===== config.mk =====
export PLATFORM = sky130hd
export DESIGN_NAME = nsw_ctrl
export DESIGN_NICKNAME = d
export VERILOG_FILES = /design/src/hdl/nsw_pkg.sv /design/src/hdl/wait_decode.sv /design/src/hdl/nsw_ctrl.sv
export SDC_FILE = /design/constraint.sdc
export NUM_CORES = 1
export LEC_CHECK = 0
export BUFFER_PORTS_ARGS = -buffer_cell sky130_fd_sc_hd__buf_2
export CELL_PAD_IN_SITES_DETAIL_PLACEMENT = 1
export CELL_PAD_IN_SITES_GLOBAL_PLACEMENT = 1
export CORE_MARGIN = 5
export CORE_UTILIZATION = 36
export DETAILED_ROUTE_END_ITERATION = 7
export GPL_ROUTABILITY_DRIVEN = 0
export HOLD_SLACK_MARGIN = 0.06
export PLACE_DENSITY_LB_ADDON = 0.3
export SLEW_MARGIN = 20
export SYNTH_ARGS = -nofsm -noshare
export SYNTH_HDL_FRONTEND = slang
export SYNTH_SLANG_ARGS = --single-unit

===== constraint.sdc =====
create_clock -name sys_clk_in -period 2.9 [get_ports sys_clk_in]
set_input_delay 0.145 -clock sys_clk_in [delete_from_list [all_inputs] [get_ports sys_clk_in]]
set_output_delay 0.145 -clock sys_clk_in [all_outputs]
set_load 0.01 [all_outputs]

===== src/hdl/nsw_pkg.sv =====
// normal space wait timing: register map, field layout, timing codes
// assumes one 25 MHz bus clock and a plain register port
package nsw_pkg;
	// register indices (word addresses)
	localparam logic [3:0]  AREA0_WAIT_OFS      = 4'h0;
	localparam logic [3:0]  AREA6A_WAIT_OFS     = 4'h1;
	localparam logic [3:0]  AREA6B_WAIT_OFS     = 4'h2;
	localparam logic [3:0]  AREA0_TYPE_OFS      = 4'h3;
	localparam logic [3:0]  AREA6A_TYPE_OFS     = 4'h4;
	localparam logic [3:0]  AREA6B_TYPE_OFS     = 4'h5;
	localparam logic [3:0]  STATUS_OFS          = 4'h6;
	// wait register fields
	localparam int          SETUP_LSB           = 11;
	localparam int          WAIT_LSB            = 7;
	localparam int          MASK_BIT            = 6;
	localparam int          HOLD_LSB            = 0;
	localparam logic [31:0] WAIT_WRITE_MASK     = 32'h0000_1fc3;
	localparam logic [31:0] WAIT_RESET          = 32'h0000_0500;
	// memory type codes, normal group only
	localparam logic [2:0]  TYPE_NORMAL         = 3'h0;
	localparam logic [2:0]  TYPE_BYTE_SRAM      = 3'h1;
	localparam logic [2:0]  TYPE_MUXED_IO       = 3'h4;
	localparam logic [2:0]  TYPE_RESET          = 3'h0;
	localparam int          CLK_MHZ             = 25;

	typedef enum logic [2:0] {
		ST_IDLE  = 3'b000,
		ST_SETUP = 3'b001,
		ST_WAIT  = 3'b010,
		ST_EXT   = 3'b011,
		ST_HOLD  = 3'b100
	} ctl_state_type;

	typedef struct packed {
		logic [1:0] setup;
		logic [3:0] wait_code;
		logic       mask;
		logic [1:0] hold;
	} wait_cfg_type;

	typedef struct packed {
		logic        req;
		logic        wr;
		logic [1:0]  area;
		logic [25:0] addr;
	} acc_req_type;
endpackage


===== src/hdl/wait_decode.sv =====
// wait code decoder: four-bit access wait code to cycle count
// codes above 1100 saturate to the 1100 count of 24 cycles
`timescale 1ns/1ps
module wait_decode (
	input  wire logic [3:0] code_in,   // access wait code
	output logic      [4:0] cycles_out // wait cycle count
);
	always_comb begin
		case (code_in)
			4'h7:    cycles_out = 5'h08;
			4'h8:    cycles_out = 5'h0a;
			4'h9:    cycles_out = 5'h0c;
			4'ha:    cycles_out = 5'h0e;
			4'hb:    cycles_out = 5'h12;
			4'hc:    cycles_out = 5'h18;
			default: cycles_out = (code_in > 4'hc) ? 5'h18 : {1'b0, code_in};
		endcase
	end
endmodule // wait_decode


===== src/hdl/nsw_ctrl.sv =====
// normal space wait controller for areas 0, 6A, 6B
// assumes ext_wait_in asynchronous; strobes counted in half bus cycles
//
// The register offsets and the strobed register port were decided locally.
`timescale 1ns/1ps
module nsw_ctrl (
	input  wire logic                sys_clk_in,     // bus clock
	input  wire logic                srst_in,        // sync reset, high
	input  wire logic [3:0]          reg_addr_in,    // register index
	input  wire logic [31:0]         reg_wdata_in,   // write data
	input  wire logic                reg_wr_in,      // write strobe
	input  wire logic                reg_rd_in,      // read strobe
	output logic      [31:0]         reg_rdata_out,  // read data
	input  wire nsw_pkg::acc_req_type acc_in,        // access request
	output logic                     acc_ready_out,  // request taken
	output logic                     acc_done_out,   // access finished
	output logic                     acc_err_out,    // area not normal type
	input  wire logic                ext_wait_in,    // external wait pin
	output logic [25:0]              addr_out,       // address
	output logic [2:0]               area_select_strobe_n_out, // area select
	output logic                     rd_n_out,       // read strobe
	output logic                     we_n_out        // write strobe
);
	// ----------------------------------------
	// registers
	// ----------------------------------------
	logic [31:0] wait_reg [3];
	logic [2:0]  type_reg [3];
	logic [1:0]  ext_sync_reg;
	nsw_pkg::ctl_state_type state_reg;
	logic [5:0]  half_cnt_reg;
	logic [1:0]  area_reg;
	logic        wr_reg;
	nsw_pkg::wait_cfg_type cfg;
	logic [4:0]  wait_cycles;
	logic        ext_wait;

	function automatic logic [1:0] area_of(input logic [3:0] a, input logic [3:0] base);
		area_of = 2'(a - base);
	endfunction

	function automatic logic is_normal(input logic [2:0] t);
		is_normal = (t == nsw_pkg::TYPE_NORMAL) || (t == nsw_pkg::TYPE_BYTE_SRAM)
			|| (t == nsw_pkg::TYPE_MUXED_IO);
	endfunction

	// ----------------------------------------
	// register port
	// ----------------------------------------
	always_ff @(posedge sys_clk_in) begin
		if (srst_in) begin
			for (int i = 0; i < 3; i++) begin
				wait_reg[i] <= nsw_pkg::WAIT_RESET;
				type_reg[i] <= nsw_pkg::TYPE_RESET;
			end
		end else if (reg_wr_in) begin
			if (reg_addr_in <= nsw_pkg::AREA6B_WAIT_OFS)
				wait_reg[area_of(reg_addr_in, nsw_pkg::AREA0_WAIT_OFS)] <=
					reg_wdata_in & nsw_pkg::WAIT_WRITE_MASK;
			else if (reg_addr_in <= nsw_pkg::AREA6B_TYPE_OFS)
				type_reg[area_of(reg_addr_in, nsw_pkg::AREA0_TYPE_OFS)] <= reg_wdata_in[2:0];
		end
	end

	always_ff @(posedge sys_clk_in) begin
		if (srst_in)
			reg_rdata_out <= 32'h0000_0000;
		else if (reg_rd_in) begin
			if (reg_addr_in <= nsw_pkg::AREA6B_WAIT_OFS)
				reg_rdata_out <= wait_reg[area_of(reg_addr_in, nsw_pkg::AREA0_WAIT_OFS)]
					& nsw_pkg::WAIT_WRITE_MASK;
			else if (reg_addr_in <= nsw_pkg::AREA6B_TYPE_OFS)
				reg_rdata_out <= {29'h0, type_reg[area_of(reg_addr_in, nsw_pkg::AREA0_TYPE_OFS)]};
			else if (reg_addr_in == nsw_pkg::STATUS_OFS)
				reg_rdata_out <= {29'h0, state_reg};
			else
				reg_rdata_out <= 32'h0000_0000;
		end else
			reg_rdata_out <= 32'h0000_0000;
	end

	// ----------------------------------------
	// field decode of the selected area
	// ----------------------------------------
	always_comb begin
		cfg.setup     = wait_reg[area_reg][nsw_pkg::SETUP_LSB +: 2];
		cfg.wait_code = wait_reg[area_reg][nsw_pkg::WAIT_LSB +: 4];
		cfg.mask      = wait_reg[area_reg][nsw_pkg::MASK_BIT];
		cfg.hold      = wait_reg[area_reg][nsw_pkg::HOLD_LSB +: 2];
	end

	wait_decode u_wait_decode (
		.code_in    (cfg.wait_code),
		.cycles_out (wait_cycles)
	);

	always_ff @(posedge sys_clk_in) begin
		if (srst_in)
			ext_sync_reg <= 2'b00;
		else
			ext_sync_reg <= {ext_sync_reg[0], ext_wait_in};
	end

	assign ext_wait = ext_sync_reg[1] & ~cfg.mask;

	// ----------------------------------------
	// access sequencer, counts half cycles
	// ----------------------------------------
	logic area_ok;
	assign area_ok = (acc_in.area != 2'd3) && is_normal(type_reg[acc_in.area]);
	assign acc_ready_out = (state_reg == nsw_pkg::ST_IDLE);

	always_ff @(posedge sys_clk_in) begin
		if (srst_in) begin
			state_reg    <= nsw_pkg::ST_IDLE;
			half_cnt_reg <= 6'h00;
			area_reg     <= 2'd0;
			wr_reg       <= 1'b0;
			addr_out     <= 26'h0;
			acc_done_out <= 1'b0;
			acc_err_out  <= 1'b0;
		end else begin
			acc_done_out <= 1'b0;
			acc_err_out  <= 1'b0;
			case (state_reg)
				nsw_pkg::ST_IDLE: begin
					if (acc_in.req && area_ok) begin
						area_reg     <= acc_in.area;
						wr_reg       <= acc_in.wr;
						addr_out     <= acc_in.addr;
						half_cnt_reg <= 6'h00;
						// zero setup: strobe follows select by the half cycle only
						if (wait_reg[acc_in.area][nsw_pkg::SETUP_LSB +: 2] == 2'b00)
							state_reg <= nsw_pkg::ST_WAIT;
						else
							state_reg <= nsw_pkg::ST_SETUP;
					end else if (acc_in.req)
						acc_err_out <= 1'b1;
				end
				nsw_pkg::ST_SETUP: begin
					// n full cycles here, the half cycle comes from the strobe flop
					if ((half_cnt_reg + 6'h2) >= {3'h0, cfg.setup, 1'b0}) begin
						half_cnt_reg <= 6'h00;
						state_reg    <= nsw_pkg::ST_WAIT;
					end else
						half_cnt_reg <= half_cnt_reg + 6'h2;
				end
				nsw_pkg::ST_WAIT: begin
					// one base cycle plus programmed waits
					if (half_cnt_reg >= {wait_cycles, 1'b0}) begin
						half_cnt_reg <= 6'h00;
						state_reg    <= ext_wait ? nsw_pkg::ST_EXT : nsw_pkg::ST_HOLD;
					end else
						half_cnt_reg <= half_cnt_reg + 6'h2;
				end
				nsw_pkg::ST_EXT: begin
					if (!ext_wait)
						state_reg <= nsw_pkg::ST_HOLD;
				end
				nsw_pkg::ST_HOLD: begin
					if (half_cnt_reg >= {3'h0, cfg.hold, 1'b0}) begin
						half_cnt_reg <= 6'h00;
						acc_done_out <= 1'b1;
						state_reg    <= nsw_pkg::ST_IDLE;
					end else
						half_cnt_reg <= half_cnt_reg + 6'h2;
				end
				default: state_reg <= nsw_pkg::ST_IDLE;
			endcase
		end
	end

	// ----------------------------------------
	// pin strobes; half-cycle offset from negative edge
	// ----------------------------------------
	logic strobe_en;
	logic strobe_half_reg;
	assign strobe_en = (state_reg == nsw_pkg::ST_WAIT) || (state_reg == nsw_pkg::ST_EXT);

	always_ff @(negedge sys_clk_in) begin
		if (srst_in)
			strobe_half_reg <= 1'b0;
		else
			strobe_half_reg <= strobe_en;
	end

	always_comb begin
		area_select_strobe_n_out = 3'b111;
		if (state_reg != nsw_pkg::ST_IDLE)
			area_select_strobe_n_out[area_reg] = 1'b0;
		rd_n_out = ~(strobe_half_reg & ~wr_reg);
		we_n_out = ~(strobe_half_reg & wr_reg);
	end

	// ----------------------------------------
	// checks
	// ----------------------------------------
	a_reserved_zero: assert property (@(posedge sys_clk_in) disable iff (srst_in)
		$past(reg_rd_in) |-> (reg_rdata_out & ~nsw_pkg::WAIT_WRITE_MASK & 32'hffff_fff8) == 0)
		else $error("reserved bits read nonzero");
	a_reset_value: assert property (@(posedge sys_clk_in)
		$past(srst_in) |-> wait_reg[0] == nsw_pkg::WAIT_RESET)
		else $error("wait register reset value wrong");
	a_setup_len: assert property (@(posedge sys_clk_in) disable iff (srst_in)
		(state_reg == nsw_pkg::ST_IDLE) ##1 (state_reg == nsw_pkg::ST_SETUP)
		|-> ##[1:3] (state_reg == nsw_pkg::ST_WAIT))
		else $error("setup phase length wrong");
	a_wait_len: assert property (@(posedge sys_clk_in) disable iff (srst_in)
		$rose(state_reg == nsw_pkg::ST_WAIT) |-> ##[1:25] (state_reg != nsw_pkg::ST_WAIT))
		else $error("wait phase too long");
	a_mask_ignore: assert property (@(posedge sys_clk_in) disable iff (srst_in)
		(state_reg == nsw_pkg::ST_EXT) |-> !cfg.mask)
		else $error("masked wait extended access");
	a_ext_extend: assert property (@(posedge sys_clk_in) disable iff (srst_in)
		(state_reg == nsw_pkg::ST_WAIT && half_cnt_reg >= {wait_cycles, 1'b0} && ext_wait)
		|=> state_reg == nsw_pkg::ST_EXT)
		else $error("unmasked wait not honoured");
	a_hold_select: assert property (@(posedge sys_clk_in) disable iff (srst_in)
		(state_reg == nsw_pkg::ST_HOLD) |-> area_select_strobe_n_out != 3'b111)
		else $error("select dropped in hold");
	a_area_type: assert property (@(posedge sys_clk_in) disable iff (srst_in)
		acc_ready_out && acc_in.req && !area_ok |=> acc_err_out && state_reg == nsw_pkg::ST_IDLE)
		else $error("non-normal area accepted");
	a_ext_hold: assert property (@(posedge sys_clk_in) disable iff (srst_in)
		(state_reg == nsw_pkg::ST_EXT && ext_wait) |=> state_reg == nsw_pkg::ST_EXT)
		else $error("strobes released under wait");
	a_addr_stable: assert property (@(posedge sys_clk_in) disable iff (srst_in)
		(state_reg != nsw_pkg::ST_IDLE && $past(state_reg) != nsw_pkg::ST_IDLE)
		|-> $stable(addr_out))
		else $error("address moved during access");
	a_strobe_setup: assert property (@(posedge sys_clk_in) disable iff (srst_in)
		(state_reg == nsw_pkg::ST_IDLE || state_reg == nsw_pkg::ST_SETUP)
		|-> (rd_n_out && we_n_out))
		else $error("strobe low outside strobe phase");
endmodule // nsw_ctrl


==> summary.txt, run 1 <==
LOGIC SYNTHESIS
--------------------------------------------------------------------------------------------------
Post-synth top area cell ............................................................ sky130_fd_sc_hd__edfxtp_1
Top post-synthesis cells by area .................................................... sky130_fd_sc_hd__edfxtp_1 (29%), sky130_fd_sc_hd__dfxtp_1 (22%), sky130_fd_sc_hd__mux4_2 (9.6%), sky130_fd_sc_hd__nand2_1 (5.7%), sky130_fd_sc_hd__a21oi_1 (4.8%)
Share of flip-flops with an asynchronous set or reset after synthesis ...............           0%
Share of the yosys chip area belonging to registers .................................       51.30%
Number of cells produced by synthesis ...............................................          457
Mean cell area of the mapped netlist ................................................   10.76 um^2
Unique masters post-synth ...........................................................           50
Area share of the leading cell type in the synthesized netlist ......................       29.31%
Most numerous cell in the Yosys netlist ............................................. sky130_fd_sc_hd__nand2_1
Combined area of all synthesized cells ..............................................    4917 um^2
EDFF count, synth ...................................................................           48
Most frequent cells after synthesis ................................................. sky130_fd_sc_hd__nand2_1 (75), sky130_fd_sc_hd__dfxtp_1 (54), sky130_fd_sc_hd__edfxtp_1 (48)
Ys Warns ............................................................................            0
Total of flip-flops plus latches after synthesis ....................................          102
Top_reg_cell synth .................................................................. sky130_fd_sc_hd__dfxtp_1

ROUTE
--------------------------------------------------------------------------------------------------
Avg WL per Cell .....................................................................     16.90 um
Number of vias per cell .............................................................        4.977
DRC errors left .....................................................................            0
Drt initial violations ..............................................................          177
Number of iterations in the first detailed-routing pass .............................            4
Post-detailed-routing wire length ...................................................     13.11 mm
Antenna violation net count after detailed routing ..................................            0
Overall via count from detail_route .................................................         3862

PWR
--------------------------------------------------------------------------------------------------
Areal power density over the cells .................................................. 638.0 nW/um^2
Peak ir drop on the vdd network .....................................................    0.3918 mV
Static leakage ......................................................................     2.612 nW

WORST SETUP PATH
--------------------------------------------------------------------------------------------------
CP Launch Type ......................................................................     register
Worst setup EP type .................................................................     register
Arrival time of data at the critical path endpoint ..................................      3.13 ns
Critical setup path kind ............................................................ register to register
Worst-path maximum fanout ...........................................................            6
WP data required ....................................................................      3.15 ns

CTS
--------------------------------------------------------------------------------------------------
Count of H-tree levels built during CTS .............................................            3
Master cell of the clock root buffer ................................................ sky130_fd_sc_hd__clkbuf_16
Number of clock buffers inserted by TritonCTS .......................................            9
Clock transition time at the flip-flop clock pins of the worst setup and hold paths .      0.07 ns
Number of buffers on the longest clock path .........................................            2
Clock insertion delay at the later pin of the skew report ...........................      0.41 ns
Clock Sink Count ....................................................................          102
Clock tree from TritonCTS ...........................................................          yes

FLOORPLAN
--------------------------------------------------------------------------------------------------
Die area ............................................................................   16100 um^2
Row Count ...........................................................................           42
Floorplan core area .................................................................   13300 um^2
Initial Util ........................................................................       36.98%
Die boundary height .................................................................     126.9 um
Number of I/O pins ..................................................................          137
Die width ...........................................................................     126.9 um

WORST HOLD PATH
--------------------------------------------------------------------------------------------------
Min-Delay Path Class ................................................................ input pin to register

TIMING
--------------------------------------------------------------------------------------------------
Max-Slew Margin vs Limit ............................................................       54.80%
Max-slew violation total from the final report ......................................            0
Total of endpoints with negative setup slack in the final report ....................            0
Worst setup slack after layout ......................................................   0.02680 ns
Sum of negative setup slack .........................................................         0 ns
Final period demand of the worst path ...............................................     2.873 ns
Slew at the pin with the worst max-slew slack .......................................    0.6718 ns
Setup skew after layout .............................................................   0.05751 ns
Count of endpoints failing hold in the final timing report ..........................            0
Worst Hold Margin ...................................................................   0.08682 ns
Fmax ................................................................................   0.3480 GHz
Fraction of the cycle the final worst path needs ....................................       99.08%
Setup repair after global routing missed its margin .................................          yes

GLOBAL ROUTING
--------------------------------------------------------------------------------------------------
Pin count of the biggest net entering global routing ................................           45
Overall fraction of global-route tracks in use ......................................       16.70%
Global-route wire length before repair ..............................................     21.13 mm
Congestion Overflow GR ..............................................................            0
Number of antenna violations at the first check in global routing ...................            0
Vias in the first global route ......................................................         4021

OUTCOME
--------------------------------------------------------------------------------------------------
Outcome ............................................................................. finished, final reports clean

PLACE
--------------------------------------------------------------------------------------------------
Placed wire-length estimate after detailed placement ................................     9.287 mm
Minimum setup slack after placement .................................................   -0.1094 ns
Quantity of I/O buffers inserted on ports ...........................................           92

FLOW RUN
--------------------------------------------------------------------------------------------------
Reported max-cap violation count ....................................................            0

LAYOUT
--------------------------------------------------------------------------------------------------
Share of layout cells above drive strength 1 ........................................       28.17%
Final net count .....................................................................          682
Flip-flop count of the largest register, all copies and words added .................           36
Signed area change from the synthesized netlist to the final layout .................       27.30%
Ant diodes ..........................................................................            0

[through the flow]
step / util (%) / power, W / cells / area, um^2
2_1_floorplan: - / 0.002426 / 478 / 4996
3_3_place_gp: 41.89 / 0.002729 / 722 / 5569
3_5_place_dp: 41.89 / 0.002767 / 722 / 5569
4_1_cts: 47.02 / 0.004014 / 776 / 6251
5_1_grt: 47.08 / 0.004226 / 776 / 6260
6_report: 47.08 / 0.003994 / 776 / 6260
[path summary, 6_finish.rpt]
path	from	end	slack, ns	cells after the start
setup / recovery	register	state_reg[1]	0.03	11
hold / removal	reg_wdata_in[1]	wait_reg[3][1]	0.09	1
setup reg to reg	register	state_reg[1]	0.03	11
hold reg to reg	ext_sync_reg[0]	ext_sync_reg[1]	0.44	1
[critical path: stages (launching register included)]
cell and delay (ns):
sky130_fd_sc_hd__dfxtp_2 0.35, sky130_fd_sc_hd__buf_12 0.12, sky130_fd_sc_hd__mux4_2 0.55, sky130_fd_sc_hd__buf_6 0.15, sky130_fd_sc_hd__nor2_1 0.13, sky130_fd_sc_hd__a22oi_2 0.08
sky130_fd_sc_hd__ha_1 0.28, sky130_fd_sc_hd__a31oi_1 0.08, sky130_fd_sc_hd__o21ai_2 0.19, sky130_fd_sc_hd__nand2_2 0.09, sky130_fd_sc_hd__or4_4 0.49, sky130_fd_sc_hd__a32o_1 0.26
[logic make-up (layout without fill, tap and decap cells)]
group / Yosys count / count (layout) / synth area share [%]
buffers and inverters: 54 / 176 / 6.285
AND/OR/NAND/NOR: 189 / 189 / 19.39
flip-flops: 102 / 102 / 51.30
multiplexers: 24 / 24 / 10.28
other: 1 / 22 / 0.07626
XOR/XNOR: 2 / 2 / 0.3563
adder cells (fa/ha/maj): 16 / 16 / 4.071
AO/OA/AOI/OAI: 69 / 69 / 8.245
[power breakdown]
part	internal, W	total [W]	leakage (nW)	switching [W]
Clock	0.000615	0.00117	0.138	0.000559
Combinational	0.000492	0.00109	1.58	0.000596
Sequential	0.00162	0.00173	0.894	0.000108
Total	0.00273	0.00399	2.61	0.00126
[per-layer routing]
metal	track usage, %	part of all wire [%]	vias to the layer above
met5	0	0	-
met4	5.363	1.6	0
met3	4.035	5.8	18
met2	30.14	51	95
met1	19.47	41	1892
li1	-	-	1857
[timing repair]
item | 4_1_cts | 5_1_grt
endpoints found under the hold margin | 37 | 0
setup buffers | 1 | 0
hold buffers | 37 | 0
gates cloned | 0 | 0
pin swaps | 7 | 7
endpoints found under the setup margin | 2 | 8
gates resized for setup | 8 | 3
[area by class of cell]
cell class                      instances  area (um^2)
Fill cell                            1488         7036
Sequential cell                       102         2524
Multi-Input combinational cell        322         2193
Timing Repair Buffer                  149        997.2
Clock buffer                           11        242.7
Tap cell                              176        220.2
Clock inverter                          6        45.04
Inverter                               10        37.54
[cell usage in the layout (no fill, tap or decap), drive strengths merged, types with 11 or more instances in the layout]
| cell type | count |
|---|---|
| buf | 112 |
| nand2 | 76 |
| dfxtp | 54 |
| a21oi | 49 |
| edfxtp | 48 |
| dlygate4sd3 | 37 |
| and3 | 25 |
| conb | 22 |
| mux4 | 21 |
| nor2 | 21 |
| ha | 16 |
| nand2b | 15 |
| inv | 13 |
| nor2b | 11 |
| nor3 | 11 |
| clkbuf | 11 |
Power figures use the tool's default switching activity.
==> run 2: changes to the inputs <==
CORE_MARGIN = not set   (was 5)
==> run 2 against run 1 <==
Against the previous run: critical path depth unchanged; via count is 0.85% lower; power is 1.5% higher; utilization up 0.37 points; largest power group unchanged; count of clock-buffer cells in the layout is 2 lower; wire length decreased by 3.4%; highest routed layer unchanged; sequential cell count unchanged.
==> summary.txt, run 2 (synthesized netlist as in run 1, its figures left out) <==
CTS
--------------------------------------------------------------------------------------------------
Clock Sink Count ....................................................................          102   unchanged
Master cell of the clock root buffer ................................................ sky130_fd_sc_hd__clkbuf_16   unchanged
Clock tree from TritonCTS ...........................................................          yes   unchanged
Setup repair bufs after CTS .........................................................            0   was 1
Number of clock buffers inserted by TritonCTS .......................................            9   unchanged
Count of H-tree levels built during CTS .............................................            3   unchanged
Clock transition time at the flip-flop clock pins of the worst setup and hold paths .      0.07 ns   about the same
Number of buffers on the longest clock path .........................................            2   unchanged
Clock insertion delay at the later pin of the skew report ...........................      0.40 ns   was 0.41 ns

WORST SETUP PATH
--------------------------------------------------------------------------------------------------
Worst setup EP type .................................................................     register   unchanged
Top cell by count, worst path ....................................................... sky130_fd_sc_hd__nand2_2
Worst-path maximum fanout ...........................................................            5   was 6
CP bufs+invs ........................................................................            1   was 2
Worst path max stage delay ..........................................................      0.60 ns   was 0.55 ns
Arrival time of data at the critical path endpoint ..................................      3.12 ns   was 3.13 ns
CP Launch Type ......................................................................     register   unchanged
Worst setup slack for register-to-register paths ....................................      0.03 ns   about the same
Cells traversed along the worst timing path ......................................... buf_12 > mux4_2 > nand2_2 > o211ai_1 > ha_1 > a21o_1 > a31oi_1 > o21ai_2 > nand2_2 > or4_1 > a32o_1   was buf_12 > mux4_2 > buf_6 > nor2_1 > a22oi_2 > ha_1 > a31oi_1 > o21ai_2 > nand2_2 > or4_4 > a32o_1
Slowest cell on crit path ........................................................... sky130_fd_sc_hd__mux4_2   unchanged
WP data required ....................................................................      3.15 ns   about the same
Delay-heaviest family, CP ........................................................... compound AO/OA/AOI/OAI gates   was simple AND/OR/NAND/NOR gates
Critical setup path kind ............................................................ register to register   unchanged

FLOORPLAN
--------------------------------------------------------------------------------------------------
Die width ...........................................................................     118.9 um   was 126.9 um
Row Count ...........................................................................           42   unchanged
Die boundary height .................................................................     118.9 um   was 126.9 um
Floorplan core area .................................................................   13300 um^2   unchanged
Number of I/O pins ..................................................................          137   unchanged
Die area ............................................................................   14130 um^2   was 16100 um^2
Initial Util ........................................................................       36.98%   unchanged

PLACE
--------------------------------------------------------------------------------------------------
Number of cells in the design after placement .......................................          725   was 722
Quantity of I/O buffers inserted on ports ...........................................           92   unchanged
Placed wire-length estimate after detailed placement ................................     9.046 mm   was 9.287 mm
Placement Cell Area .................................................................    5604 um^2   was 5569 um^2

LAYOUT
--------------------------------------------------------------------------------------------------
Share of layout cells above drive strength 1 ........................................       28.24%   was 28.17%
Signed area change from the synthesized netlist to the final layout .................       28.30%   was 27.30%
Final net count .....................................................................          684   was 682
Total non-filler cell area in the finished layout ...................................    6309 um^2   was 6260 um^2
Flip-flop count of the largest register, all copies and words added .................           36   unchanged
Most frequent standard cell in the layout excluding fill and tap cells .............. sky130_fd_sc_hd__buf_2   unchanged
Ant diodes ..........................................................................            0   unchanged
Filler-free cell count of the finished design .......................................          778   was 776
Top library cells by usage in the layout, fill and taps aside ....................... sky130_fd_sc_hd__buf_2 (92), sky130_fd_sc_hd__nand2_1 (74), sky130_fd_sc_hd__dfxtp_1 (53), sky130_fd_sc_hd__edfxtp_1 (48), sky130_fd_sc_hd__a21oi_1 (47)   unchanged

PWR
--------------------------------------------------------------------------------------------------
Areal power density over the cells .................................................. 642.5 nW/um^2   was 638.0 nW/um^2
Peak ir drop on the vdd network .....................................................    0.2824 mV   was 0.3918 mV
Total design power ..................................................................   0.004053 W   was 0.003994 W
Static leakage ......................................................................     2.644 nW   was 2.612 nW

TIMING
--------------------------------------------------------------------------------------------------
Count of endpoints failing hold in the final timing report ..........................            0   unchanged
Fraction of the cycle the final worst path needs ....................................       99.01%   was 99.08%
Final period demand of the worst path ...............................................     2.871 ns   was 2.873 ns
Setup skew after layout .............................................................   0.05027 ns   was 0.05751 ns
Max-Slew Margin vs Limit ............................................................       61.00%   was 54.80%
Fmax ................................................................................   0.3483 GHz   was 0.3480 GHz
Setup repair after global routing missed its margin .................................          yes   unchanged
Max-slew violation total from the final report ......................................            0   unchanged
Slew at the pin with the worst max-slew slack .......................................    0.5797 ns   was 0.6718 ns
Total of endpoints with negative setup slack in the final report ....................            0   unchanged

WORST HOLD PATH
--------------------------------------------------------------------------------------------------
Min-Delay Path Class ................................................................ input pin to register   unchanged

ROUTE
--------------------------------------------------------------------------------------------------
Overall via count from detail_route .................................................         3829   was 3862
Number of iterations in the first detailed-routing pass .............................            4   unchanged
Number of vias per cell .............................................................        4.922   was 4.977
Post-detailed-routing wire length ...................................................     12.67 mm   was 13.11 mm
Antenna violation net count after detailed routing ..................................            0   unchanged
Drt initial violations ..............................................................          162   was 177
DRC errors left .....................................................................            0   unchanged
Avg WL per Cell .....................................................................     16.29 um   was 16.90 um

OUTCOME
--------------------------------------------------------------------------------------------------
Outcome ............................................................................. finished, final reports clean   unchanged

GLOBAL ROUTING
--------------------------------------------------------------------------------------------------
Congestion Overflow GR ..............................................................            0   unchanged
Number of antenna violations at the first check in global routing ...................            0   unchanged
Overall fraction of global-route tracks in use ......................................       18.98%   was 16.70%
Vias in the first global route ......................................................         4021   unchanged
Global-route wire length before repair ..............................................     20.36 mm   was 21.13 mm
Pin count of the biggest net entering global routing ................................           29   was 45

FLOW RUN
--------------------------------------------------------------------------------------------------
Reported max-cap violation count ....................................................            0   unchanged

run 2: layout make-up:
cell class	instances	area, um^2
Clock buffer	9	225.2
Multi-Input combinational cell	322	2185
Fill cell	1479	6987
Clock inverter	8	96.34
Timing Repair Buffer	151	1021
Inverter	10	37.54
Tap cell	176	220.2
Sequential cell	102	2524
run 2: power breakdown:
group          internal (W)  switching [W]  total, W
Clock              0.000692       0.000587   0.00128
Sequential          0.00162       0.000104   0.00173
Combinational      0.000468       0.000579   0.00105
Total               0.00278        0.00127   0.00405
run 2: what timing repair did:
| item | CTS | global route |
|---|---|---|
| hold buffers | 37 | 0 |
| resized for setup | 3 | 5 |
| hold endpoints to repair | 37 | 0 |
| pin swaps | 1 | 8 |
| setup endpoints to repair | 3 | 8 |
run 2: routing by layer:
metal	GRT usage [%]	routed length, um	vias to the layer above	share of wire, %
met4	7.437	220	0	1.7
met3	4.262	537	15	4.2
met2	34.06	6497	97	51
met5	0	0	-	0
met1	21.86	5415	1854	43
li1	-	-	1863	-
run 2: worst paths after layout:
path,startpoint,endpoint,cells past startpoint
worst max-delay path,register,state_reg[1],11
worst min-delay path,reg_wdata_in[0],wait_reg[3][0],1
worst max register to register,register,state_reg[1],11
worst min register to register,ext_sync_reg[0],ext_sync_reg[1],1
run 2: worst register-to-register path, delay by kind of cell, from the launching register on:
family	cells	cell delay, ns
and+or+nand+nor	3	0.69
adders and majority gates	1	0.31
muxes	1	0.60
AOI/OAI and AO/OA	5	0.70
DFF	1	0.35
buffers and inverters	1	0.12
run 2: per-stage QoR:
step                      hold slack [ns]  setup slack, ns  setup TNS (ns)  utilization [%]
final                             0.08294          0.02865               0            47.45
after global routing              0.07612         -0.09068        -0.09068            47.45
after floorplan                    0.2439         0.008268               0                -
after global placement             0.3537        -0.002807       -0.002807            42.15
after CTS                         0.07371         0.004362               0            47.36
after detailed placement           0.3650         -0.07957        -0.09854            42.15
==> run 3: changes to the inputs <==
RECOVER_POWER = 25   (was not set)
==> run 3 against run 2 <==
Against the previous run: register-to-register slack is essentially flat; largest cell class unchanged; wire length shrank 0.17%; global-route usage is the same.
==> summary.txt, run 3 (synthesized netlist as in run 1, its figures left out) <==
OUTCOME
--------------------------------------------------------------------------------------------------
Outcome ............................................................................. finished, final reports clean   unchanged

TIMING
--------------------------------------------------------------------------------------------------
Setup skew after layout .............................................................   0.05049 ns   was 0.05027 ns
Fraction of the cycle the final worst path needs ....................................       99.07%   was 99.01%
Final period demand of the worst path ...............................................     2.873 ns   was 2.871 ns
Slew at the pin with the worst max-slew slack .......................................    0.5739 ns   was 0.5797 ns
Max-Slew Margin vs Limit ............................................................       61.39%   was 61.00%
Setup repair after global routing missed its margin .................................          yes   unchanged
Total of endpoints with negative setup slack in the final report ....................            0   unchanged
Fmax ................................................................................   0.3481 GHz   was 0.3483 GHz
Max-slew violation total from the final report ......................................            0   unchanged
Worst setup slack after layout ......................................................   0.02702 ns   was 0.02865 ns
Count of endpoints failing hold in the final timing report ..........................            0   unchanged

LAYOUT
--------------------------------------------------------------------------------------------------
Signed area change from the synthesized netlist to the final layout .................       27.18%   was 28.30%
Most frequent standard cell in the layout excluding fill and tap cells .............. sky130_fd_sc_hd__nand2_1   was sky130_fd_sc_hd__buf_2
Flip-flop count of the largest register, all copies and words added .................           36   unchanged
Top library cells by usage in the layout, fill and taps aside ....................... sky130_fd_sc_hd__nand2_1 (74), sky130_fd_sc_hd__dfxtp_1 (53), sky130_fd_sc_hd__buf_2 (48), sky130_fd_sc_hd__edfxtp_1 (48), sky130_fd_sc_hd__a21oi_1 (47)   was sky130_fd_sc_hd__buf_2 (92), sky130_fd_sc_hd__nand2_1 (74), sky130_fd_sc_hd__dfxtp_1 (53), sky130_fd_sc_hd__edfxtp_1 (48), sky130_fd_sc_hd__a21oi_1 (47)
Share of layout cells above drive strength 1 ........................................       20.93%   was 28.24%
Fill cell instance count of the final layout ........................................         1508   was 1479
Ant diodes ..........................................................................            0   unchanged
Final net count .....................................................................          684   unchanged

PWR
--------------------------------------------------------------------------------------------------
Areal power density over the cells .................................................. 645.2 nW/um^2   was 642.5 nW/um^2
Static leakage ......................................................................     2.472 nW   was 2.644 nW
Peak ir drop on the vdd network .....................................................    0.2778 mV   was 0.2824 mV
Total design power ..................................................................   0.004035 W   was 0.004053 W

WORST SETUP PATH
--------------------------------------------------------------------------------------------------
Worst-path maximum fanout ...........................................................            5   unchanged
Worst reg2reg path depth ............................................................           11   unchanged
Worst setup EP type .................................................................     register   unchanged
Critical R2R Capture ................................................................ state_reg[1]   unchanged
Worst setup slack for register-to-register paths ....................................      0.03 ns   about the same
CP Launch Type ......................................................................     register   unchanged
Arrival time of data at the critical path endpoint ..................................      3.12 ns   about the same
Critical setup path kind ............................................................ register to register   unchanged
WP data required ....................................................................      3.15 ns   about the same

PLACE
--------------------------------------------------------------------------------------------------
Minimum setup slack after placement .................................................  -0.07957 ns   unchanged
Placed wire-length estimate after detailed placement ................................     9.046 mm   unchanged
Quantity of I/O buffers inserted on ports ...........................................           92   unchanged

ROUTE
--------------------------------------------------------------------------------------------------
Overall via count from detail_route .................................................         3836   was 3829
Drt initial violations ..............................................................          147   was 162
Number of vias per cell .............................................................        4.931   was 4.922
Antenna violation net count after detailed routing ..................................            0   unchanged
Avg WL per Cell .....................................................................     16.26 um   was 16.29 um
Number of iterations in the first detailed-routing pass .............................            4   unchanged
Post-detailed-routing wire length ...................................................     12.65 mm   was 12.67 mm
DRC errors left .....................................................................            0   unchanged

FLOORPLAN
--------------------------------------------------------------------------------------------------
Die width ...........................................................................     118.9 um   unchanged
Die boundary height .................................................................     118.9 um   unchanged
Die area ............................................................................   14130 um^2   unchanged
Row Count ...........................................................................           42   unchanged
Floorplan core area .................................................................   13300 um^2   unchanged
Initial Util ........................................................................       36.98%   unchanged
Number of I/O pins ..................................................................          137   unchanged

WORST HOLD PATH
--------------------------------------------------------------------------------------------------
Min-Delay Path Class ................................................................ input pin to register   unchanged
Hold Crit Depth .....................................................................            3   was 1
Worst hold path endpoint ............................................................ reg_rdata_out[0]   was wait_reg[3][0]
Beginning of the worst hold path ....................................................    reg_rd_in   was reg_wdata_in[0]

GLOBAL ROUTING
--------------------------------------------------------------------------------------------------
Pin count of the biggest net entering global routing ................................           29   unchanged
Global-route wire length before repair ..............................................     20.36 mm   unchanged
Number of antenna violations at the first check in global routing ...................            0   unchanged
Congestion Overflow GR ..............................................................            0   unchanged
Vias in the first global route ......................................................         4021   unchanged
Overall fraction of global-route tracks in use ......................................       18.98%   unchanged

CTS
--------------------------------------------------------------------------------------------------
Clock transition time at the flip-flop clock pins of the worst setup and hold paths .      0.08 ns   was 0.07 ns
Master cell of the clock root buffer ................................................ sky130_fd_sc_hd__clkbuf_16   unchanged
Clock Sink Count ....................................................................          102   unchanged
Clock insertion delay at the later pin of the skew report ...........................      0.40 ns   about the same
Clock tree from TritonCTS ...........................................................          yes   unchanged
Number of buffers on the longest clock path .........................................            2   unchanged
Setup repair bufs after CTS .........................................................            0   unchanged
Number of clock buffers inserted by TritonCTS .......................................            9   unchanged
Count of H-tree levels built during CTS .............................................            3   unchanged

FLOW RUN
--------------------------------------------------------------------------------------------------
Reported max-cap violation count ....................................................            0   unchanged

## run 3: metrics by stage
stage / setup TNS (ns) / hold WS, ns / cell area (um^2) / utilization, % / cells
after global placement: -0.002807 / 0.3537 / 5604 / 42.15 / 725
after floorplan: 0 / 0.2439 / 4996 / - / 478
after global routing: -0.09068 / 0.1544 / 6254 / 47.04 / 778
after CTS: 0 / 0.07371 / 6296 / 47.36 / 778
final: 0 / 0.1503 / 6254 / 47.04 / 778
after detailed placement: -0.09854 / 0.3650 / 5604 / 42.15 / 725
## run 3: worst max path at each step
stage	endpoint	slack, ns	depth (start not counted)
2_1_floorplan	state_reg[1]	0.008	11
3_3_place_gp	state_reg[1]	-0.003	11
3_5_place_dp	state_reg[1]	-0.08	10
4_1_cts	state_reg[1]	0.004	11
5_1_grt	state_reg[1]	-0.09	11
6_report	state_reg[1]	0.03	11
## run 3: worst max-delay path, cell delays in order, from the launching register on
cell,delay (ns)
sky130_fd_sc_hd__dfxtp_2,0.35
sky130_fd_sc_hd__buf_12,0.12
sky130_fd_sc_hd__mux4_2,0.60
sky130_fd_sc_hd__nand2_2,0.12
sky130_fd_sc_hd__o211ai_1,0.09
sky130_fd_sc_hd__ha_1,0.30
sky130_fd_sc_hd__a21o_1,0.11
sky130_fd_sc_hd__a31oi_1,0.05
sky130_fd_sc_hd__o21ai_2,0.19
sky130_fd_sc_hd__nand2_2,0.09
sky130_fd_sc_hd__or4_1,0.48
sky130_fd_sc_hd__a32o_1,0.26
## run 3: cell type report
type,count,area (um^2),area share [%]
Clock buffer,9,225.2,3.601
Timing Repair Buffer,151,965.9,15.45
Tap cell,176,220.2,3.521
Inverter,10,37.54,0.6002
Multi-Input combinational cell,322,2185,34.93
Clock inverter,8,96.34,1.541
Sequential cell,102,2524,40.36
## run 3: timing repair
item                       4_1_cts  5_1_grt
gates resized for setup          3        5
hold buffers                    37        0
hold endpoints to repair        37        0
pin swaps                        1        8
setup endpoints to repair        3        8
## run 3: layer usage
metal	part of all wire, %	GRT usage [%]	routed length (um)
met1	42	21.86	5338
met3	4.5	4.262	563
met5	0	0	0
met4	1.1	7.437	135
met2	52	34.06	6612
## run 3: power by group
group	leakage (nW)	switching, W	internal, W
registers	0.894	0.000105	0.00162
clock network	0.160	0.000582	0.000692
logic	1.42	0.000578	0.000454
total	2.47	0.00127	0.00277
